<file path="config.mk">
export PLATFORM = sky130hd
export DESIGN_NAME = lin_core_register_interface
export DESIGN_NICKNAME = d
export VERILOG_FILES = /design/src/verilog/lin_byte_fifo.v /design/src/verilog/lin_core_register_interface.v
export VERILOG_INCLUDE_DIRS = /design/src /design/src/verilog
export SDC_FILE = /design/constraint.sdc
export NUM_CORES = 1
export LEC_CHECK = 0
export BUFFER_PORTS_ARGS = -buffer_cell sky130_fd_sc_hd__buf_4
export CAP_MARGIN = 10
export CORE_ASPECT_RATIO = 1.75
export CORE_MARGIN = 8
export CORE_UTILIZATION = 35
export CTS_CLUSTER_SIZE = 20
export DETAILED_ROUTE_END_ITERATION = 8
export GPL_TIMING_DRIVEN = 0
export PLACE_DENSITY = 0.53
export SLEW_MARGIN = 20
export SYNTH_ARGS = -nofsm -noshare
export SYNTH_HDL_FRONTEND = slang
export SYNTH_SLANG_ARGS = --single-unit
</file>
<file path="constraint.sdc">
create_clock -name ref_clk -period 5.5 [get_ports ref_clk]
set_input_delay 0.825 -clock ref_clk [delete_from_list [all_inputs] [get_ports ref_clk]]
set_output_delay 0.825 -clock ref_clk [all_outputs]
set_load 0.01 [all_outputs]
</file>
<file path="src/verilog/lin_core_regs.vh">
`ifndef LIN_CORE_REGS_VH
`define LIN_CORE_REGS_VH
// indirect core register indices
`define LC_IDX_DATA_LAST   8'h07
`define LC_IDX_CMD         8'h08
`define LC_IDX_STATE       8'h09
`define LC_IDX_FAULT       8'h0A
`define LC_IDX_LENSUM      8'h0B
`define LC_IDX_SELECTOR    8'h0E
// direct port addresses
`define LC_PORT_INDEX      8'h92
`define LC_PORT_VALUE      8'h93
// frame_command bits
`define LC_CMD_HALT        7
`define LC_CMD_DORMANT     6
`define LC_CMD_DIR         5
`define LC_CMD_ACK         4
`define LC_CMD_IRQCLR      3
`define LC_CMD_FLTCLR      2
`define LC_CMD_ROUSE       1
`define LC_CMD_GO          0
// bus_state bits
`define LC_ST_BUSY         7
`define LC_ST_IDLE         6
`define LC_ST_CUT          5
`define LC_ST_HDR          4
`define LC_ST_IRQ          3
`define LC_ST_FAULT        2
`define LC_ST_ROUSE        1
`define LC_ST_DONE         0
// fault_detail bits
`define LC_FD_RATE         4
`define LC_FD_PARITY       3
`define LC_FD_NORESP       2
`define LC_FD_SUM          1
`define LC_FD_ECHO         0
// length_and_sum_select fields
`define LC_LS_ENH          7
`define LC_LS_AUTO         4'hF
`define LC_RESET_BYTE      8'h00
// idle timeout: four seconds at 25 MHz
`define LC_IDLE_SECONDS    4
`define LC_CLK_HZ          25000000
`define LC_IDLE_CYCLES     (`LC_IDLE_SECONDS * `LC_CLK_HZ)
`endif

</file>
<file path="src/verilog/lin_byte_fifo.v">
`timescale 1ns/10ps
`default_nettype none
module lin_byte_fifo #(
   parameter WIDTH = 8,
   parameter DEPTH = 16,
   parameter AW    = 4
) (
   // clock and reset
   input  wire             ref_clk,
   input  wire             rst_n,
   // fill side
   input  wire             inValid,
   output wire             inReady,
   input  wire [WIDTH-1:0] inData,
   // drain side
   output wire             outValid,
   input  wire             outReady,
   output reg  [WIDTH-1:0] outData,
   // flush
   input  wire             flush
);
   reg [WIDTH-1:0] mem [0:DEPTH-1];
   reg [AW:0]      wrPtr_ff;
   reg [AW:0]      rdPtr_ff;
   reg             outValid_ff;
   wire            empty;
   wire            full;
   wire            doWrite;
   wire            doRead;

   assign empty    = (wrPtr_ff == rdPtr_ff);
   assign full     = (wrPtr_ff[AW-1:0] == rdPtr_ff[AW-1:0]) &&
                     (wrPtr_ff[AW] != rdPtr_ff[AW]);
   assign inReady  = ~full;
   assign doWrite  = inValid & ~full;
   // output register refills when empty or being taken
   assign doRead   = ~empty & (~outValid_ff | outReady);
   assign outValid = outValid_ff;

   always @(posedge ref_clk) begin
      if (doWrite)
         mem[wrPtr_ff[AW-1:0]] <= inData;
   end

   always @(posedge ref_clk or negedge rst_n) begin
      if (!rst_n) begin
         wrPtr_ff    <= {(AW+1){1'b0}};
         rdPtr_ff    <= {(AW+1){1'b0}};
         outValid_ff <= 1'b0;
         outData     <= {WIDTH{1'b0}};
      end else if (flush) begin
         wrPtr_ff    <= {(AW+1){1'b0}};
         rdPtr_ff    <= {(AW+1){1'b0}};
         outValid_ff <= 1'b0;
      end else begin
         if (doWrite)
            wrPtr_ff <= wrPtr_ff + 1'b1;
         if (doRead) begin
            outData     <= mem[rdPtr_ff[AW-1:0]];
            rdPtr_ff    <= rdPtr_ff + 1'b1;
            outValid_ff <= 1'b1;
         end else if (outReady) begin
            outValid_ff <= 1'b0;
         end
      end
   end
endmodule
`default_nettype wire

</file>
<file path="src/verilog/lin_core_register_interface.v">
// Summary of operation
// eight read/write frame data bytes at indices 0x00 to 0x07.
// halt request in slave mode ignores bus until next break; reads zero.
// software sets dormant notice on sleep, clears it on wake-up.
// direction bit zero means receive frame, one means transmit frame.
// slave response acknowledge is written by software, cleared by hardware.
// fault clear wipes fault flag and all fault details; reads zero.
// rouse request sends wakeup on bus, then clears itself; the code clears it but sends no wakeup while the fault flag is set.
// master go starts a frame; cleared on completion or error; the code ignores go while the fault flag is set.
// busy flag shows bus activity.
// slave sets idle expiry after four quiet seconds unless dormant.
// cut-short set by break during frame or halt; cleared by clean break.
// slave sets header matched once an identifier is received.
// pending interrupt held until irq clear written; clear reads zero.
// fault flag set on any error, held until fault clear.
// rouse flag while sending wakeup or after one is received.
// complete flag cleared at frame start, set at completion.
// slave sets rate fault on bad synchronisation field edges.
// slave sets parity fault on bad identifier parity.
// no-response fault on missing response, overlength, or no acknowledge.
// checksum fault when received checksum mismatches computed one.
// echo fault when read-back bus bit differs from driven bit.
// enhanced sum adds protected identifier; classic covers data only; the code adds selector bits 5:0 only, without the parity bits.
// length codes 0 to 8 direct, 9 to 14 reserved, 15 automatic.
// automatic length from identifier bits five and four: 2, 2, 4, 8.
// any error raises interrupt and stops the current frame.
// index port selects core register; value port reads and writes it.
// length code six means six data bytes.
`timescale 1ns/10ps
`default_nettype none
`include "lin_core_regs.vh"
module lin_core_register_interface #(
   parameter [31:0] IDLE_CYCLES = `LC_IDLE_CYCLES,
   parameter        FIFO_DEPTH  = 16
) (
   // clock and reset
   input  wire       ref_clk,
   input  wire       rst_n,
   // direct register port
   input  wire [7:0] portAddr,
   input  wire       portWr,
   input  wire       portRd,
   input  wire [7:0] portWdata,
   output reg  [7:0] portRdata,
   // mode
   input  wire       masterMode,
   // frame engine events (same clock)
   input  wire       evBreak,
   input  wire       evHeader,
   input  wire       evFrameEnd,
   input  wire       evWakeRx,
   input  wire       evWakeTxDone,
   input  wire       evSyncBad,
   input  wire       evParityBad,
   input  wire       evNoResp,
   input  wire       evFirstByteEnd,
   input  wire       evRxByte,
   input  wire [7:0] rxByte,
   input  wire [7:0] rxSum,
   input  wire       txBit,
   input  wire       txActive,
   // bus pin
   input  wire       busIn,
   // frame engine controls
   output reg        frameStart,
   output reg        wakeSend,
   output reg        frameHalted,
   output reg        frameDir,
   output reg  [3:0] frameLen,
   output reg  [7:0] checksum,
   output reg        irqPending
);
   ///////////////////////////////////////////////////////////////////////
   function [3:0] len_decode;
      input [3:0] code;
      input [1:0] idHi;
      begin
         // length decode
         if (code == `LC_LS_AUTO) begin
            // identifier length
            case (idHi)
               2'h2:    len_decode = 4'h4;
               2'h3:    len_decode = 4'h8;
               default: len_decode = 4'h2;
            endcase
         // binary length
         end else if (code <= 4'h8) begin
            len_decode = code;
         end else begin
            len_decode = 4'h0;
         end
      end
   endfunction

   function [7:0] sum_add;
      input [7:0] acc;
      input [7:0] b;
      reg   [8:0] s;
      begin
         s = {1'b0, acc} + {1'b0, b};
         sum_add = s[7:0] + {7'h00, s[8]};
      end
   endfunction
   ///////////////////////////////////////////////////////////////////////
   reg  [7:0]  index_ff;
   reg  [7:0]  data_ff [0:7];
   reg  [7:0]  selector_ff;
   reg  [7:0]  cmd_ff;
   reg  [7:0]  state_ff;
   reg  [4:0]  fault_ff;
   reg  [7:0]  lenSum_ff;
   reg  [7:0]  sumAcc_ff;
   reg  [31:0] idleCnt_ff;
   reg         bus1_ff;
   reg         bus2_ff;
   reg         busPrev_ff;
   reg  [1:0]  txBit_ff;
   reg  [1:0]  txAct_ff;
   reg         inFrame_ff;
   reg         ackSeen_ff;
   reg  [3:0]  fill_ff;
   wire        valWr;
   wire [7:0]  wd;
   wire        anyErr;
   wire        echoBad;
   wire        fifoTake;
   wire        fifoValid;
   wire [7:0]  fifoData;
   wire        slave;
   wire [7:0]  idSum;
   integer     i;

   assign valWr   = portWr && (portAddr == `LC_PORT_VALUE);
   assign wd      = portWdata;
   assign slave   = ~masterMode;
   // echo compare
   assign echoBad = txAct_ff[1] && (bus2_ff != txBit_ff[1]);
   assign anyErr  = evSyncBad | evParityBad | evNoResp | echoBad |
                    (evFrameEnd && ~frameDir && (rxSum != checksum)) |
                    (evFirstByteEnd && slave && ~ackSeen_ff);
   assign idSum   = sum_add(8'h00, selector_ff);
   assign fifoTake = fifoValid && (fill_ff != 4'h8) &&
                     ~(valWr && index_ff <= `LC_IDX_DATA_LAST);

   lin_byte_fifo #(
      .WIDTH (8),
      .DEPTH (FIFO_DEPTH),
      .AW    (4)
   ) u_rx_fifo (
      .ref_clk  (ref_clk),
      .rst_n    (rst_n),
      .inValid  (evRxByte & ~frameHalted),
      .inReady  (),
      .inData   (rxByte),
      .outValid (fifoValid),
      .outReady (fifoTake),
      .outData  (fifoData),
      .flush    (evBreak)
   );
   ///////////////////////////////////////////////////////////////////////
   // bus pin synchroniser and activity
   always @(posedge ref_clk or negedge rst_n) begin
      if (!rst_n) begin
         bus1_ff    <= 1'b1;
         bus2_ff    <= 1'b1;
         busPrev_ff <= 1'b1;
         txBit_ff   <= 2'b00;
         txAct_ff   <= 2'b00;
      end else begin
         bus1_ff    <= busIn;
         bus2_ff    <= bus1_ff;
         busPrev_ff <= bus2_ff;
         txBit_ff   <= {txBit_ff[0], txBit};
         txAct_ff   <= {txAct_ff[0], txActive};
      end
   end
   ///////////////////////////////////////////////////////////////////////
   // register port reads
   always @(posedge ref_clk or negedge rst_n) begin
      if (!rst_n) begin
         portRdata   <= `LC_RESET_BYTE;
      end else begin
         // indirect access
         if (portRd && portAddr == `LC_PORT_INDEX)
            portRdata <= index_ff;
         else if (portRd && portAddr == `LC_PORT_VALUE) begin
            if (index_ff <= `LC_IDX_DATA_LAST)
               portRdata <= data_ff[index_ff[2:0]];
            // write-only bits read zero
            else if (index_ff == `LC_IDX_CMD)
               portRdata <= {1'b0, cmd_ff[6:4], 2'b00, cmd_ff[1:0]};
            else if (index_ff == `LC_IDX_STATE)
               portRdata <= state_ff;
            else if (index_ff == `LC_IDX_FAULT)
               portRdata <= {3'b000, fault_ff};
            else if (index_ff == `LC_IDX_LENSUM)
               portRdata <= {lenSum_ff[7], 3'b000, lenSum_ff[3:0]};
            else if (index_ff == `LC_IDX_SELECTOR)
               portRdata <= {2'b00, selector_ff[5:0]};
            else
               portRdata <= `LC_RESET_BYTE;
         end
      end
   end
   ///////////////////////////////////////////////////////////////////////
   // writes, command handling and status
   always @(posedge ref_clk or negedge rst_n) begin
      if (!rst_n) begin
         index_ff    <= `LC_RESET_BYTE;
         selector_ff <= `LC_RESET_BYTE;
         cmd_ff      <= `LC_RESET_BYTE;
         state_ff    <= `LC_RESET_BYTE;
         fault_ff    <= 5'h00;
         lenSum_ff   <= `LC_RESET_BYTE;
         sumAcc_ff   <= `LC_RESET_BYTE;
         idleCnt_ff  <= 32'h00000000;
         inFrame_ff  <= 1'b0;
         ackSeen_ff  <= 1'b0;
         fill_ff     <= 4'h0;
         frameStart  <= 1'b0;
         wakeSend    <= 1'b0;
         frameHalted <= 1'b0;
         for (i = 0; i < 8; i = i + 1)
            data_ff[i] <= `LC_RESET_BYTE;
      end else begin
         frameStart <= 1'b0;
         wakeSend   <= 1'b0;
         if (portWr && portAddr == `LC_PORT_INDEX)
            index_ff <= wd;
         // data bytes
         if (valWr && index_ff <= `LC_IDX_DATA_LAST)
            data_ff[index_ff[2:0]] <= wd;
         else if (fifoTake) begin
            data_ff[fill_ff[2:0]] <= fifoData;
            fill_ff <= fill_ff + 4'h1;
            sumAcc_ff <= sum_add(sumAcc_ff, fifoData);
         end
         if (valWr && index_ff == `LC_IDX_LENSUM)
            lenSum_ff <= wd;
         if (valWr && index_ff == `LC_IDX_SELECTOR)
            selector_ff <= {2'b00, wd[5:0]};
         // go cleared on end or error
         if (cmd_ff[`LC_CMD_GO] && (evFrameEnd || anyErr))
            cmd_ff[`LC_CMD_GO] <= 1'b0;
         // ack self-clears
         if (cmd_ff[`LC_CMD_ACK])
            cmd_ff[`LC_CMD_ACK] <= 1'b0;
         // rouse self-clears
         if (cmd_ff[`LC_CMD_ROUSE]) begin
            cmd_ff[`LC_CMD_ROUSE] <= 1'b0;
            wakeSend <= ~state_ff[`LC_ST_FAULT];
         end
         if (valWr && index_ff == `LC_IDX_CMD) begin
            // dormant notice and R4 direction
            cmd_ff[`LC_CMD_DORMANT] <= wd[`LC_CMD_DORMANT];
            cmd_ff[`LC_CMD_DIR]     <= wd[`LC_CMD_DIR];
            cmd_ff[`LC_CMD_ACK]     <= wd[`LC_CMD_ACK] & slave;
            cmd_ff[`LC_CMD_ROUSE]   <= wd[`LC_CMD_ROUSE];
            if (wd[`LC_CMD_ACK] && slave)
               ackSeen_ff <= 1'b1;
            // master start
            if (wd[`LC_CMD_GO] && masterMode &&
                ~state_ff[`LC_ST_FAULT]) begin
               cmd_ff[`LC_CMD_GO] <= 1'b1;
               frameStart <= 1'b1;
            end
            // halt until break
            if (wd[`LC_CMD_HALT] && slave) begin
               frameHalted <= 1'b1;
               inFrame_ff  <= 1'b0;
               ackSeen_ff  <= 1'b1;
            end
         end
         // bus activity
         state_ff[`LC_ST_BUSY] <= inFrame_ff | txActive |
                                  (bus2_ff != busPrev_ff);
         // idle timeout
         if (bus2_ff != busPrev_ff || cmd_ff[`LC_CMD_DORMANT] || ~slave)
            idleCnt_ff <= 32'h00000000;
         else if (idleCnt_ff != IDLE_CYCLES)
            idleCnt_ff <= idleCnt_ff + 32'h00000001;
         if (slave && ~cmd_ff[`LC_CMD_DORMANT] &&
             idleCnt_ff == IDLE_CYCLES - 32'h00000001)
            state_ff[`LC_ST_IDLE] <= 1'b1;
         else if (bus2_ff != busPrev_ff)
            state_ff[`LC_ST_IDLE] <= 1'b0;
         // cut short
         if (evBreak && slave) begin
            state_ff[`LC_ST_CUT] <= inFrame_ff;
            frameHalted <= 1'b0;
            ackSeen_ff  <= 1'b0;
         end
         if (valWr && index_ff == `LC_IDX_CMD && wd[`LC_CMD_HALT] && slave)
            state_ff[`LC_ST_CUT] <= 1'b1;
         // completion flag
         if (frameStart || evHeader) begin
            state_ff[`LC_ST_DONE] <= 1'b0;
            inFrame_ff <= 1'b1;
            fill_ff    <= 4'h0;
            sumAcc_ff  <= lenSum_ff[`LC_LS_ENH] ? idSum : 8'h00;
         end
         if (evFrameEnd || evWakeRx || evWakeTxDone) begin
            state_ff[`LC_ST_DONE] <= 1'b1;
            inFrame_ff <= 1'b0;
         end
         // header matched
         if (evHeader && slave && ~frameHalted)
            state_ff[`LC_ST_HDR] <= 1'b1;
         else if (evBreak)
            state_ff[`LC_ST_HDR] <= 1'b0;
         // rouse flag
         if (wakeSend || evWakeRx)
            state_ff[`LC_ST_ROUSE] <= 1'b1;
         else if (~cmd_ff[`LC_CMD_DORMANT] && evBreak)
            state_ff[`LC_ST_ROUSE] <= 1'b0;
         // error stops frame
         if (anyErr)
            inFrame_ff <= 1'b0;
         // fault clear
         if (valWr && index_ff == `LC_IDX_CMD && wd[`LC_CMD_FLTCLR]) begin
            state_ff[`LC_ST_FAULT] <= 1'b0;
            fault_ff <= 5'h00;
         end
         // detail set wins over clear
         if (evSyncBad && slave)
            fault_ff[`LC_FD_RATE] <= 1'b1;
         if (evParityBad && slave)
            fault_ff[`LC_FD_PARITY] <= 1'b1;
         if (evNoResp || (evFirstByteEnd && slave && ~ackSeen_ff))
            fault_ff[`LC_FD_NORESP] <= 1'b1;
         if (evFrameEnd && ~frameDir && rxSum != checksum)
            fault_ff[`LC_FD_SUM] <= 1'b1;
         if (echoBad)
            fault_ff[`LC_FD_ECHO] <= 1'b1;
         // fault flag
         if (anyErr)
            state_ff[`LC_ST_FAULT] <= 1'b1;
         // pending interrupt
         if (valWr && index_ff == `LC_IDX_CMD && wd[`LC_CMD_IRQCLR])
            state_ff[`LC_ST_IRQ] <= 1'b0;
         if (anyErr || evFrameEnd || evWakeRx || evHeader ||
             (evWakeTxDone && masterMode) ||
             (slave && ~cmd_ff[`LC_CMD_DORMANT] &&
              idleCnt_ff == IDLE_CYCLES - 32'h00000001))
            state_ff[`LC_ST_IRQ] <= 1'b1;
      end
   end
   ///////////////////////////////////////////////////////////////////////
   // frame engine outputs
   always @(posedge ref_clk or negedge rst_n) begin
      if (!rst_n) begin
         frameDir   <= 1'b0;
         frameLen   <= 4'h0;
         checksum   <= `LC_RESET_BYTE;
         irqPending <= 1'b0;
      end else begin
         frameDir   <= cmd_ff[`LC_CMD_DIR];
         frameLen   <= len_decode(lenSum_ff[3:0], selector_ff[5:4]);
         // classic or enhanced sum
         checksum   <= ~sumAcc_ff;
         irqPending <= state_ff[`LC_ST_IRQ];
      end
   end
endmodule
`default_nettype wire

</file>
After elaboration in Yosys (flattened, before gate mapping) --
Memory sizes are Yosys's and may differ from the RTL's. A register that Yosys moved wholly into a read port is not among the register bits. Cells that the tools add are included.
Operators by class: reduce and logical (&&, ||, !) cells 78, equal/unequal tests 20, $lt $le $gt $ge 6, $add $sub $neg 6, mux-type cells 79, bitwise gates (word level) 26
Operators with widths (count):
- 64-bit bitwise mux | 2
- 64-bit two-way mux | 2
- 8-bit two-way mux | 14
- 32-bit two-way mux | 2
- 8-bit demux with 3-bit select | 2
- 1-bit two-way mux | 42
- 8-bit by 4-bit equality test with 1-bit output, second input constant | 5
- 2-bit nonzero test | 20
- 1-bit logical AND | 36
- 32-bit by 1-bit adder with 32-bit output, second input constant | 1
- 32-bit by 27-bit equality test with 1-bit output, second input constant | 1
- 32-bit by 27-bit != test with 1-bit output, second input constant | 1
- 5-bit two-way mux | 5
- 8-bit binary-select mux with 3-bit select | 1
- 4-bit two-way mux | 5
- 8-bit equality test, second input constant | 2
- 1-bit logical OR | 12
- 6-bit two-way mux | 2
- 1-bit inverter | 11
- 5-bit by 1-bit adder with 5-bit output, second input constant | 2
- 2-bit AND reduction | 5
- 8-bit by 8-bit adder with 9-bit output | 1
- 8-bit by 1-bit adder with 8-bit output | 1
- 4-bit >= comparator, second input constant | 2
- other kinds (21) | 38
Word-level totals: bits in writable memories 128, word-level logic and storage cells 264, output and inout port bits 25, memories 1, register bits after elaboration 193
Memory list:
- u_rx_fifo.mem | depth 16, width 8, rd ports 1, clocked after Yosys merged registers in 1, wr ports 1, RTL line lin_byte_fifo.v:22 | reg [WIDTH-1:0] mem [0:DEPTH-1];

Depth between registers and ports, before layout --
Gate-level depths: netlist of run 1.
depth after elaboration 11, mapped depth 12, depth with buffers taken out 12

Hierarchy --
A second synthesis of run 1 with hierarchy kept.
Second synthesis, totals: cells, all modules 1227, area, all modules 15336.0 um^2
By module, submodules not included:
- lin_core_register_interface | sequential area each 4483.0 um^2, area an instance 9409.0 um^2, cells an instance 928, instances 1
- lin_byte_fifo | sequential area each 4319.1 um^2, area an instance 5926.9 um^2, cells an instance 299, instances 1

Worst setup path before layout of run 1 --
Ideal clock, no wire load.
path type input -> register, start point input evRxByte, end point memory u_rx_fifo.mem[0][0] (enable), path slack 2.756 ns, path buffers 1, cell stages on the path 4, setup time 0.395 ns, arrival time 2.349 ns, path through nand2b_1 -> a21oi_1 -> clkbuf_1 -> nor4bb_1
On the way: word-level cells in the longest chain between the ends 4
RTL lines:
- from (decl) | RTL line lin_core_register_interface.v:57 | input wire evRxByte,
- 1-bit bitwise AND | RTL line lin_core_register_interface.v:152 | .inValid (evRxByte & ~frameHalted),
- 1-bit bitwise AND | RTL line lin_byte_fifo.v:35 | assign doWrite = inValid & ~full;
- 1-bit two-way mux | RTL line lin_byte_fifo.v:41 | if (doWrite)
- 1-bit two-way mux (implied by the code) | RTL line lin_byte_fifo.v:42 | mem[wrPtr_ff[AW-1:0]] <= inData;
- to (decl) | RTL line lin_byte_fifo.v:22
Every way passes these cells.

Worst setup path after layout of run 1 --
start point register fill_ff[1], end point register data_ff[50] in the netlist's numbering
On the way: word-level cells in the longest chain between the ends 8, elaborated cells between the ends (all ways) 13, those cells by class 2 x order compare; 1 x eq/ne; 5 x mux; 1 x bitwise; 4 x reduce/logical
RTL lines:
- from (decl) | RTL line lin_core_register_interface.v:121 | reg [3:0] fill_ff;
- from (signal assigned) | RTL line lin_core_register_interface.v:235 | fill_ff <= fill_ff + 4'h1;
- 3-bit inverter with 4-bit output (implied by the code) | RTL line lin_core_register_interface.v:234 | data_ff[fill_ff[2:0]] <= fifoData;
- 4-bit >= comparator (implied by the code) or 4-bit by 1-bit < comparator with 1-bit output (tied branches) | RTL line lin_core_register_interface.v:234
- 1-bit logical AND (implied by the code) | RTL line lin_core_register_interface.v:234
- 8-bit two-way mux (implied by the code) | RTL line lin_core_register_interface.v:234
- 8-bit demux with 3-bit select | RTL line lin_core_register_interface.v:234
- 64-bit bitwise mux | RTL line lin_core_register_interface.v:234
- 64-bit two-way mux | RTL line lin_core_register_interface.v:233 | else if (fifoTake) begin
- 64-bit two-way mux | RTL line lin_core_register_interface.v:231 | if (valWr && index_ff <= `LC_IDX_DATA_LAST)
- to (signal, indexed assignment) | RTL line lin_core_register_interface.v:224 | data_ff[i] <= `LC_RESET_BYTE;
- to (signal, indexed assignment) | RTL line lin_core_register_interface.v:232 | data_ff[index_ff[2:0]] <= wd;
- to (signal, indexed assignment) | RTL line lin_core_register_interface.v:234
- to (decl) | RTL line lin_core_register_interface.v:106 | reg [7:0] data_ff [0:7];
Several ways; a longest one is shown, not always the timed one. The select of a mux whose other input is x is not followed. A chain may end at the register's enable or synchronous reset.

==> flow_summary.rst, run 1 <==
.. list-table::
   :header-rows: 1

   * - Metric
     - Value
   * - Max-cap check violation count
     - 0
   * - Flip-flop count of the largest register, all copies and words added
     - between 100 and 150
   * - Required time worst endpoint
     - just under 6 ns
   * - Setup slack of the worst register-to-register path
     - between 2 and 2.5 ns
   * - Synth Register Bits
     - 326
   * - Proportion of synthesized chip area in sequential cells
     - 0.580
   * - Startpoint-to-endpoint class of the critical path
     - reg -> reg
   * - Number of cells traversed by the worst register-to-register path
     - 10
   * - CTS H-tree lvls
     - 2
   * - Top post-synthesis cells by count
     - sky130_fd_sc_hd__dfrtp_1 (195), sky130_fd_sc_hd__edfxtp_1 (128), sky130_fd_sc_hd__nor2_1 (87), sky130_fd_sc_hd__a22o_1 (67), sky130_fd_sc_hd__a21o_1 (64)
   * - Setup TNS after final layout
     - 0 ns
   * - Fmax
     - 0.312 GHz
   * - Largest area contributor in the synthesized netlist
     - sky130_fd_sc_hd__dfrtp_1
   * - Floorplan die height
     - slightly below 300 um
   * - Gate count after technology mapping
     - approximately 1.1k
   * - Final clock skew
     - 0.0189 ns
   * - Area taken by multi-input logic gates
     - 6050 um^2
   * - GP Congestion
     - 0.913
   * - Total count of hold-check failures in the final report
     - 0
   * - Number of distinct standard cells referenced by the synthesized netlist
     - 74
   * - Post-layout net count
     - between 1k and 1.5k
   * - Number of max-slew violations in the final report
     - 0
   * - Number of placement rows
     - ~100
   * - Mean routed wirelength per cell
     - between 20 and 25 um
   * - Post-route fraction of the period consumed by the critical path
     - 0.582
   * - Reg-to-reg critical path endpoint
     - data_ff[50]
   * - Remaining Overflow, GRT
     - 0
   * - Setup crit end kind
     - flop
   * - Area overhead of the layout relative to synthesis
     - 16.6%
   * - Number of synthesized flops with an enable pin
     - about 130
   * - RSZ-0062 raised after global routing
     - no
   * - All-Layer GR Usage
     - 0.169
   * - Critical R2R Launch
     - fill_ff[1]
   * - Syn Area/Cell
     - roughly 13 um^2
   * - Number of CTS-inserted buffers
     - 34
   * - Maximum clock insertion buffer count
     - 3
   * - Num Clock Sinks
     - approximately 330
   * - DRT antenna net count
     - 0
   * - Run status
     - finished clean
   * - Number of endpoints failing setup at the final stage
     - 0
   * - Number of antenna violations at the first check in global routing
     - 0
   * - Total die area
     - between 50000 and 60000 um^2
   * - Filler Cells Inserted
     - 4108
   * - Register area
     - between 8000 and 9000 um^2
   * - Class of the most critical hold timing path
     - in -> async
   * - Clock root buffer master
     - sky130_fd_sc_hd__clkbuf_16
   * - Worst slew slack as a fraction of its limit
     - 0.245
   * - Proportion of netlist area held by the largest area contributor
     - 0.321
   * - DRC violation count after routing
     - 0
   * - IO Count
     - 75
   * - Ys Warns
     - 0
   * - Leakage power total
     - around 0.0073 uW
   * - Cell types with the largest area share after synthesis
     - sky130_fd_sc_hd__dfrtp_1 (32%), sky130_fd_sc_hd__edfxtp_1 (25%), sky130_fd_sc_hd__mux4_2 (7.7%), sky130_fd_sc_hd__a22o_1 (3.9%), sky130_fd_sc_hd__a21o_1 (3.2%)
   * - Initial Utilization
     - 0.352
   * - Total detailed-routing wirelength
     - approximately 43 mm
   * - Async set-or-reset flop fraction in the synthesized netlist
     - 0.607
   * - Clk pin slew, worst setup/hold paths
     - 0.06 ns
   * - Post-route total power
     - about 7100 uW
   * - Core Util, Final
     - 0.411
   * - DPL Wire Length
     - 31.8 mm
   * - Shortest period the worst path allows
     - approximately 3.2 ns
   * - Initial DRC Count
     - 554
   * - PD cells
     - about 400 nW/um^2
   * - Synthesized cell area
     - 15200 um^2
   * - Via count of the first global-routing pass
     - 10.8k
   * - Drt pass-1 iters
     - 5
   * - Source-to-sink clock delay at the later pin of the worst-skew pair
     - 0.54 ns
   * - Setup Buffers After CTS
     - 0
   * - Post-DR vias/cell
     - 5.35
   * - Worst Max-Slew Pin Slew
     - ~1.1 ns
   * - Maximum VDD drop
     - 0.000220 V
   * - Type of origin of the critical path
     - flop
   * - Number of port buffers
     - between 70 and 80
   * - Wire length of the first global-routing pass
     - about 66 mm
   * - Maximum number of pins on one net before global-route repair
     - 74
   * - Worst hold margin
     - roughly 0.21 ns
   * - Area of the core
     - 43100 um^2
   * - TritonCTS clock tree
     - yes
   * - Worst Path Arrival
     - ~3.6 ns
   * - Fraction of layout cells with a size suffix above 1
     - 0.207
   * - Most numerous cell in the Yosys netlist
     - sky130_fd_sc_hd__dfrtp_1
   * - Post-synth net total
     - roughly 1.2k
   * - CP max FO
     - 10
   * - Cells resized by post-CTS repair
     - 0
   * - Vias
     - ~10k
   * - Top_reg_cell synth
     - sky130_fd_sc_hd__dfrtp_1
   * - Hold_buf cts
     - 0
   * - Die X
     - ~170 um
[logic make-up (layout without fill, tap and decap cells)]
| logic type | Yosys count | count (layout) | synth area share |
|---|---|---|---|
| DFF | 326 | 326 | 0.580 |
| and+or+nand+nor | 307 | 307 | 0.113 |
| AOI/OAI and AO/OA | 244 | 244 | 0.120 |
| muxes | 95 | 95 | 0.108 |
| buffers and inverters | 94 | 229 | 0.0272 |
| xor gates and xnor gates | 61 | 61 | 0.0352 |
| adders and majority gates | 20 | 20 | 0.0170 |
| other | 0 | 1 | 0 |
[metrics by stage]
step	instance area, um^2	setup WS, ns	instances
after floorplan	15200	2.76	1147
after global placement	16400	1.52	1784
after detailed placement	16600	2.21	1786
after CTS	17700	2.29	1848
after global routing	17700	2.05	1848
final	17700	2.30	1849
[routing by layer]
layer	vias up	GRT usage	share of wire
li1	4533	-	-
met1	5042	0.175	0.37
met2	227	0.325	0.56
met3	93	0.0216	0.028
met4	0	0.0859	0.049
met5	-	0	0
[worst max-delay path by stage]
stage           startpoint                   to  slack (ns)  cells past startpoint
6_report        fill_ff[1]          data_ff[50]        2.30                     10
5_1_grt         fill_ff[1]          data_ff[53]        2.05                     10
4_1_cts         fill_ff[1]          data_ff[50]        2.29                     10
3_5_place_dp   portAddr[1]          data_ff[50]        2.21                      8
3_3_place_gp      evRxByte  u_rx_fifo.mem[1][2]        1.52                      5
2_1_floorplan     evRxByte  u_rx_fifo.mem[0][0]        2.76                      4
[where the power goes]
part	leakage, uW	internal (uW)	total, uW	switching, uW
clock network	0.000557	1370	2370	994
logic	0.00303	781	1780	996
registers	0.00374	2780	2960	186
total	0.00733	4930	7110	2180
[critical path: stages, from the launching register on]
cell                       delay, ns
sky130_fd_sc_hd__dfrtp_1        0.36
sky130_fd_sc_hd__clkbuf_1       0.29
sky130_fd_sc_hd__inv_2          0.16
sky130_fd_sc_hd__ha_1           0.21
sky130_fd_sc_hd__nand2_1        0.07
sky130_fd_sc_hd__o21a_1         0.17
sky130_fd_sc_hd__o21ai_2        0.17
sky130_fd_sc_hd__buf_4          0.25
sky130_fd_sc_hd__nor4_2         0.85
sky130_fd_sc_hd__nor2_2         0.29
sky130_fd_sc_hd__a21o_1         0.26
[cell type report]
type	instances	share of cell area
Tap cell	566	0.0400
Antenna cell	1	0.000141
Multi-Input combinational cell	727	0.342
Clock buffer	39	0.0508
Sequential cell	326	0.497
Clock inverter	23	0.0133
Buffer	66	0.0174
Inverter	28	0.00594
Timing Repair Buffer	73	0.0336
[layout by cell type, fill, tap and decap left out, types with 24 or more instances in the layout]
cell                        synthesis  routed
sky130_fd_sc_hd__o21ai_0           27      27
sky130_fd_sc_hd__nand2_1           47      47
sky130_fd_sc_hd__clkbuf_1          33      35
sky130_fd_sc_hd__buf_4              4      74
sky130_fd_sc_hd__nor2_1            87      87
sky130_fd_sc_hd__xor2_1            40      40
sky130_fd_sc_hd__inv_1             25      25
sky130_fd_sc_hd__clkbuf_16          0      34
sky130_fd_sc_hd__a22o_1            67      67
sky130_fd_sc_hd__nand3_1           32      32
sky130_fd_sc_hd__mux2_2            24      24
sky130_fd_sc_hd__mux4_2            52      52
sky130_fd_sc_hd__dfrtp_1          195     195
sky130_fd_sc_hd__edfxtp_1         128     128
sky130_fd_sc_hd__a21oi_1           25      25
sky130_fd_sc_hd__a21o_1            64      64
(Power assumes the default switching activity.)
==> run 2, diff against run 1 <==
==> constraint.sdc (replaced) <==
create_clock -name ref_clk -period 3.01 [get_ports ref_clk]
set_input_delay 0.4515 -clock ref_clk [delete_from_list [all_inputs] [get_ports ref_clk]]
set_output_delay 0.4515 -clock ref_clk [all_outputs]
set_load 0.01 [all_outputs]
==> run 2 against run 1 <==
Clock power rose by 82%. Clock skew fell by 0.00057 ns. First-iteration DRC count fell by 0.72%. Total power rose by 84%. Largest power group unchanged. Highest routed layer unchanged.
==> flow_summary.rst, run 2 (synthesis results as in run 1) <==
.. list-table::
   :header-rows: 1

   * - Metric
     - Value
   * - Setup slack of the worst register-to-register path
     - 0.19 ns (-2.11 ns)
   * - DRC violation count after routing
     - 0 (unchanged)
   * - Shortest period the worst path allows
     - 2.82 ns (-0.384 ns)
   * - TritonCTS clock tree
     - yes
   * - Reg-to-reg critical path endpoint
     - sumAcc_ff[6]
   * - Flip-flop count of the largest register, all copies and words added
     - 128 (unchanged)
   * - Worst Max-Slew Pin Slew
     - 0.859 ns (-0.265 ns)
   * - Register area
     - 8800 um^2 (unchanged)
   * - Total detailed-routing wirelength
     - 42.7 mm (+0.28%)
   * - Num Clock Sinks
     - 326 (unchanged)
   * - Required time worst endpoint
     - 3.42 ns (-2.49 ns)
   * - Master of the slowest instance on the critical path
     - sky130_fd_sc_hd__dfrtp_1
   * - Kind of cell adding the most delay to the critical path
     - compound AO/OA/AOI/OAI gates
   * - Total count of hold-check failures in the final report
     - 0 (unchanged)
   * - Maximum number of pins on one net before global-route repair
     - 74 (unchanged)
   * - Drt pass-1 iters
     - 5 (unchanged)
   * - Area after DPL
     - 16600 um^2 (unchanged)
   * - Chain of cells forming the critical path
     - ha_1 -> fa_2 -> a211oi_2 -> o21ai_1 -> a21oi_1 -> o21bai_1 -> ha_1 -> and3_1 -> nor3b_2 -> nand3_1 -> xnor2_1 -> o211a_1
   * - Number of antenna violations at the first check in global routing
     - 0 (unchanged)
   * - Filler Cells Inserted
     - 4098 (-0.24%)
   * - Setup crit end kind
     - flop
   * - Number of placement rows
     - 101 (unchanged)
   * - Worst slew slack as a fraction of its limit
     - 0.427 (+0.183)
   * - Clock root buffer master
     - sky130_fd_sc_hd__clkbuf_16
   * - Launch point of the worst path
     - sumAcc_ff[0]
   * - Post-layout net count
     - 1336 (+0.75%)
   * - Maximum VDD drop
     - 0.000405 V (+84%)
   * - Area of the core
     - 43100 um^2 (unchanged)
   * - Library cell appearing most often on the critical path
     - sky130_fd_sc_hd__ha_1
   * - Wire length of the first global-routing pass
     - 65.9 mm (about the same)
   * - Class of the most critical hold timing path
     - in -> reg
   * - Initial Utilization
     - 0.352 (unchanged)
   * - CTS H-tree lvls
     - 2 (unchanged)
   * - Initial DRC Count
     - 550 (-0.72%)
   * - Run status
     - finished clean
   * - RSZ-0062 raised after global routing
     - no
   * - Area overhead of the layout relative to synthesis
     - 17.5%
   * - Type of origin of the critical path
     - flop
   * - Fraction of layout cells with a size suffix above 1
     - 0.217 (+0.00923)
   * - Remaining Overflow, GRT
     - 0 (unchanged)
   * - Area taken by multi-input logic gates
     - 6090 um^2 (+0.70%)
   * - Critical R2R Launch
     - sumAcc_ff[0]
   * - Leading cell type in the layout, fill and taps excluded
     - sky130_fd_sc_hd__dfrtp_1
   * - Max-cap check violation count
     - 0 (unchanged)
   * - CP max FO
     - 3 (-7)
   * - Die X
     - 173 um (unchanged)
   * - Crit-path max cell delay
     - 0.39 ns (-0.46 ns)
   * - Floorplan die height
     - 292 um (unchanged)
   * - Area of all placed cells without fillers
     - 17800 um^2 (+0.76%)
   * - Number of max-slew violations in the final report
     - 0 (unchanged)
   * - Core Util, Final
     - 0.414 (+0.00313)
   * - IO Count
     - 75 (unchanged)
   * - PD cells
     - 733 nW/um^2 (+83%)
   * - GP Congestion
     - 0.913 (unchanged)
   * - Source-to-sink clock delay at the later pin of the worst-skew pair
     - 0.53 ns (about the same)
   * - Clk pin slew, worst setup/hold paths
     - 0.06 ns (about the same)
   * - Final clock skew
     - 0.0183 ns (-0.000572 ns)
   * - Fmax
     - 0.355 GHz (+14%)
   * - DRT antenna net count
     - 0 (unchanged)
   * - Maximum clock insertion buffer count
     - 3 (unchanged)
   * - Commonest non-fill, non-tap cells in the layout
     - sky130_fd_sc_hd__dfrtp_1 (195), sky130_fd_sc_hd__edfxtp_1 (128), sky130_fd_sc_hd__nor2_1 (87), sky130_fd_sc_hd__buf_4 (82), sky130_fd_sc_hd__a22o_1 (67)
   * - Startpoint-to-endpoint class of the critical path
     - reg -> reg
   * - Number of port buffers
     - 71 (unchanged)
   * - Post-route fraction of the period consumed by the critical path
     - 0.936 (+0.354)
   * - Number of cells traversed by the worst register-to-register path
     - 12 (+2)
   * - All-Layer GR Usage
     - 0.169 (about the same)
   * - Leakage power total
     - 0.00740 uW (+1.0%)
   * - Number of CTS-inserted buffers
     - 34 (unchanged)
   * - Critical path capture point
     - sumAcc_ff[6]
   * - Critical Path Stages
     - 12 (+2)
   * - Setup TNS after final layout
     - 0 ns (unchanged)
   * - Total die area
     - 50600 um^2 (unchanged)
   * - Worst Path Arrival
     - 3.23 ns (-0.38 ns)
   * - Via count of the first global-routing pass
     - 10.8k (+0.12%)
   * - Number of buffer and inverter instances along the worst setup path
     - 0 (-3)
   * - Vias
     - 9995 (+1.0%)
   * - Number of endpoints failing setup at the final stage
     - 0 (unchanged)
   * - Mean routed wirelength per cell
     - 23.0 um (-0.26%)
   * - Post-DR vias/cell
     - 5.38 (+0.47%)
   * - DPL Wire Length
     - 31.8 mm (unchanged)
## run 2: timing repair
item | in CTS | in global routing
pin swaps | 0 | 5
hold buffers | 1 | 0
setup endpoints to repair | 18 | 43
setup buffers | 0 | 9
gates resized for setup | 6 | 4
hold endpoints to repair | 50 | 0
## run 2: final cells by class
type                    count  share of cell area
inverters                  28             0.00589
repair buffers             83              0.0384
clock buffers              39              0.0504
multi-input cells         727               0.342
diodes                      1            0.000140
well taps                 566              0.0397
plain buffers              66              0.0174
clock inverters            23              0.0132
flip-flops and latches    326               0.493
## run 2: where the power goes
part / leakage [uW] / total, uW / internal, uW / switching (uW)
Combinational: 0.00310 / 3330 / 1480 / 1850
Sequential: 0.00374 / 5420 / 5080 / 344
Clock: 0.000557 / 4320 / 2510 / 1810
Total: 0.00740 / 13100 / 9070 / 4010
## run 2: routing by layer
metal  share of wire  vias up  global-route usage
li1                -     4553                   -
met1            0.36     5098               0.175
met2            0.56      249               0.325
met3           0.031       95              0.0216
met4           0.049        0              0.0861
met5               0        -                   0
## run 2: worst min path at each step
stage                startpoint     endpoint  depth (start not counted)
floorplan                 rst_n   ackSeen_ff                          0
global placement    txAct_ff[0]  txAct_ff[1]                          0
detailed placement  txAct_ff[0]  txAct_ff[1]                          0
CTS                       txBit  txBit_ff[0]                          1
global route              busIn      bus1_ff                          1
finish                    busIn      bus1_ff                          1
## run 2: through the flow
stage | setup WS (ns) | total power, uW | hold slack [ns] | std cells
after floorplan | 0.309 | 7630 | 0.156 | 1147
after global placement | -0.810 | 8710 | 0.334 | 1784
after detailed placement | -0.159 | 8790 | 0.344 | 1786
after CTS | -0.00301 | 13200 | 0.0102 | 1849
after global routing | 0.00918 | 13700 | 0.0139 | 1858
final | 0.192 | 13100 | 0.0327 | 1859
==> run 3, diff against run 2 <==
--- a/config.mk
+++ b/config.mk
@@ -14,8 +14,8 @@
 export CTS_CLUSTER_SIZE = 20
 export DETAILED_ROUTE_END_ITERATION = 8
 export GPL_TIMING_DRIVEN = 0
-export PLACE_DENSITY = 0.53
-export SLEW_MARGIN = 20
+export PLACE_DENSITY_LB_ADDON = 0.12
+export SLEW_MARGIN = 10
 export SYNTH_ARGS = -nofsm -noshare
 export SYNTH_HDL_FRONTEND = slang
 export SYNTH_SLANG_ARGS = --single-unit
==> run 3 against run 2 <==
The flow now finishes with violations (negative setup slack). Wire length grew 0.85%. Sequential share of layout area is 0.14 points higher. Die area unchanged. Cell area shrank 0.29%. Critical endpoint is now data_ff[22].
==> flow_summary.rst, run 3 (synthesis results as in run 1) <==
.. list-table::
   :header-rows: 1

   * - Metric
     - Value
   * - Run status
     - complete, but fails checks
   * - Failing checks
     - negative setup slack
   * - Area overhead of the layout relative to synthesis
     - 17.2%
   * - Via count of the first global-routing pass
     - 10.8k (+0.27%)
   * - Mean routed wirelength per cell
     - 23.2 um (+0.95%)
   * - Area of all placed cells without fillers
     - 17800 um^2 (-0.29%)
   * - Worst setup slack before clock tree synthesis
     - -0.244 ns (-0.0852 ns)
   * - Max-cap check violation count
     - 0 (unchanged)
   * - Num Clock Sinks
     - 326 (unchanged)
   * - Total detailed-routing wirelength
     - 43.1 mm (+0.85%)
   * - Remaining Overflow, GRT
     - 0 (unchanged)
   * - Wire length of the first global-routing pass
     - 66.0 mm (+0.18%)
   * - All-Layer GR Usage
     - 0.169 (+0.000278)
   * - Post-layout net count
     - 1336 (unchanged)
   * - Post-route fraction of the period consumed by the critical path
     - 1.02 (+0.0799)
   * - GP Congestion
     - 0.901 (-1.3%)
   * - Setup crit end kind
     - flop
   * - Crit-path max cell delay
     - 0.65 ns (+0.26 ns)
   * - Worst Path Arrival
     - 3.54 ns (+0.31 ns)
   * - Setup TNS after final layout
     - -0.0669 ns (-0.0669 ns)
   * - Leading cell type in the layout, fill and taps excluded
     - sky130_fd_sc_hd__dfrtp_1
   * - Shortest period the worst path allows
     - 3.06 ns (+0.240 ns)
   * - Number of antenna violations at the first check in global routing
     - 0 (unchanged)
   * - Number of endpoints failing setup at the final stage
     - 2 (+2)
   * - Total die area
     - 50600 um^2 (unchanged)
   * - Clock root buffer master
     - sky130_fd_sc_hd__clkbuf_16
   * - Post-DR vias/cell
     - 5.38 (about the same)
   * - Fmax
     - 0.327 GHz (-7.9%)
   * - Die X
     - 173 um (unchanged)
   * - Filler Cells Inserted
     - 4102 (+0.098%)
   * - RSZ-0062 raised after global routing
     - yes
   * - DRC violation count after routing
     - 0 (unchanged)
   * - Worst slew slack as a fraction of its limit
     - 0.317 (-0.110)
   * - Fraction of layout cells with a size suffix above 1
     - 0.214 (-0.00293)
   * - Startpoint-to-endpoint class of the critical path
     - reg -> reg
   * - Initial Utilization
     - 0.352 (unchanged)
   * - Flip-flop count of the largest register, all copies and words added
     - 128 (unchanged)
   * - Crit path setup slack, layout
     - -0.0481 ns (-0.240 ns)
   * - Drt pass-1 iters
     - 6 (+1)
   * - Chain of cells forming the critical path
     - clkbuf_1 -> inv_2 -> ha_1 -> nand2_1 -> o21a_1 -> o21ai_2 -> nor3_2 -> nor2_1 -> a221o_1
   * - Vias
     - 9986 (-0.090%)
   * - Worst Max-Slew Pin Slew
     - 1.01 ns (+0.156 ns)
   * - Leakage power total
     - 0.00737 uW (-0.50%)
   * - Antenna cells
     - 0 (-1)
   * - Post-route total power
     - 12800 uW (-2.3%)
   * - Final clock skew
     - 0.0253 ns (+0.00704 ns)
   * - Area after DPL
     - 16500 um^2 (-0.14%)
   * - DPL Wire Length
     - 32.0 mm (+0.54%)
   * - Type of origin of the critical path
     - flop
   * - Area of the core
     - 43100 um^2 (unchanged)
   * - Clk pin slew, worst setup/hold paths
     - 0.07 ns (about the same)
   * - Initial DRC Count
     - 601 (+9.3%)
   * - Number of max-slew violations in the final report
     - 0 (unchanged)
   * - Worst hold margin
     - 0.0944 ns (+0.0617 ns)
   * - TritonCTS clock tree
     - yes
   * - Class of the most critical hold timing path
     - in -> reg
   * - CTS H-tree lvls
     - 1 (-1)
   * - Maximum clock insertion buffer count
     - 3 (unchanged)
   * - Number of placement rows
     - 101 (unchanged)
   * - DRT antenna net count
     - 0 (unchanged)
   * - Source-to-sink clock delay at the later pin of the worst-skew pair
     - 0.60 ns (+0.07 ns)
   * - Required time worst endpoint
     - 3.49 ns (+0.07 ns)
   * - Number of CTS-inserted buffers
     - 31 (-8.8%)
   * - PD cells
     - 718 nW/um^2 (-2.0%)
   * - Commonest non-fill, non-tap cells in the layout
     - sky130_fd_sc_hd__dfrtp_1 (195), sky130_fd_sc_hd__edfxtp_1 (128), sky130_fd_sc_hd__nor2_1 (87), sky130_fd_sc_hd__buf_4 (82), sky130_fd_sc_hd__a22o_1 (67)
   * - Floorplan die height
     - 292 um (unchanged)
   * - Number of port buffers
     - 71 (unchanged)
   * - Total count of hold-check failures in the final report
     - 0 (unchanged)
   * - CP max FO
     - 9 (+6)
   * - Maximum VDD drop
     - 0.000449 V (+11%)
   * - Maximum number of pins on one net before global-route repair
     - 87 (+18%)
   * - IO Count
     - 75 (unchanged)
   * - Master of the slowest instance on the critical path
     - sky130_fd_sc_hd__nor3_2
[run 3: cell types whose count changed in the layout (fill, tap and decap cells not counted), moves of 2 or more]
| cell | delta |
|---|---|
| sky130_fd_sc_hd__clkinvlp_4 | -2 |
| sky130_fd_sc_hd__clkbuf_16 | -3 |
| sky130_fd_sc_hd__clkinvlp_2 | +2 |
| sky130_fd_sc_hd__clkbuf_1 | +4 |
| sky130_fd_sc_hd__ha_1 | -2 |
| sky130_fd_sc_hd__inv_6 | -2 |
| sky130_fd_sc_hd__clkinv_1 | -3 |
| sky130_fd_sc_hd__dlygate4sd3_1 | +3 |
| sky130_fd_sc_hd__clkbuf_2 | -2 |
[run 3: power breakdown]
| group | total, uW | internal (uW) | leakage [uW] | switching, uW |
|---|---|---|---|---|
| combinational | 3320 | 1500 | 0.00311 | 1820 |
| sequential | 5470 | 5080 | 0.00374 | 392 |
| clock | 3990 | 2260 | 0.000510 | 1740 |
| total | 12800 | 8830 | 0.00737 | 3950 |
[run 3: area by class of cell]
class	instances	area, um^2	share of cell area
Buffer	65	304	0.0171
Clock buffer	40	850	0.0477
Inverter	28	105	0.00591
Timing Repair Buffer	87	736	0.0414
Clock inverter	18	184	0.0103
Sequential cell	326	8800	0.495
Tap cell	566	708	0.0398
Multi-Input combinational cell	727	6100	0.343
[run 3: what timing repair did]
item                                    4_1_cts  5_1_grt
setup buffers                                 0       10
endpoints found under the setup margin       28       53
hold buffers                                  4        0
endpoints found under the hold margin        46        0
gates resized for setup                       6        6
pin swaps                                     0        7
[run 3: worst max-delay path, delay by kind of cell, from the launching register on]
family	cells	cell delay (ns)
AND/OR/NAND/NOR	3	1.11
flip-flops	1	0.35
buffers and inverters	2	0.56
adder cells (fa/ha/maj)	1	0.23
AO/OA/AOI/OAI	3	0.70
[run 3: per-layer routing]
layer / track usage / up-vias / part of all wire
met5: 0 / - / 0
met4: 0.0967 / 0 / 0.057
met3: 0.0228 / 102 / 0.033
met2: 0.322 / 217 / 0.55
met1: 0.173 / 5114 / 0.36
li1: - / 4553 / -
[run 3: through the flow]
stage,utilization,cells
after floorplan,-,1147
after global routing,0.413,1857
after global placement,0.381,1784
after CTS,0.410,1848
after detailed placement,0.384,1786
final,0.413,1857
[run 3: path summary, 6_finish.rpt]
path / startpoint / endpoint / slack, ns / cells past startpoint
min in group asynchronous: rst_n / data_ff[35] / 0.33 / 2
setup reg to reg: fill_ff[1] / data_ff[22] / -0.05 / 9
max in group asynchronous: rst_n / bus1_ff / 1.49 / 4
hold / removal: evNoResp / fault_ff[2] / 0.09 / 3
hold reg to reg: txAct_ff[0] / txAct_ff[1] / 0.35 / 0
setup / recovery: fill_ff[1] / data_ff[22] / -0.05 / 9
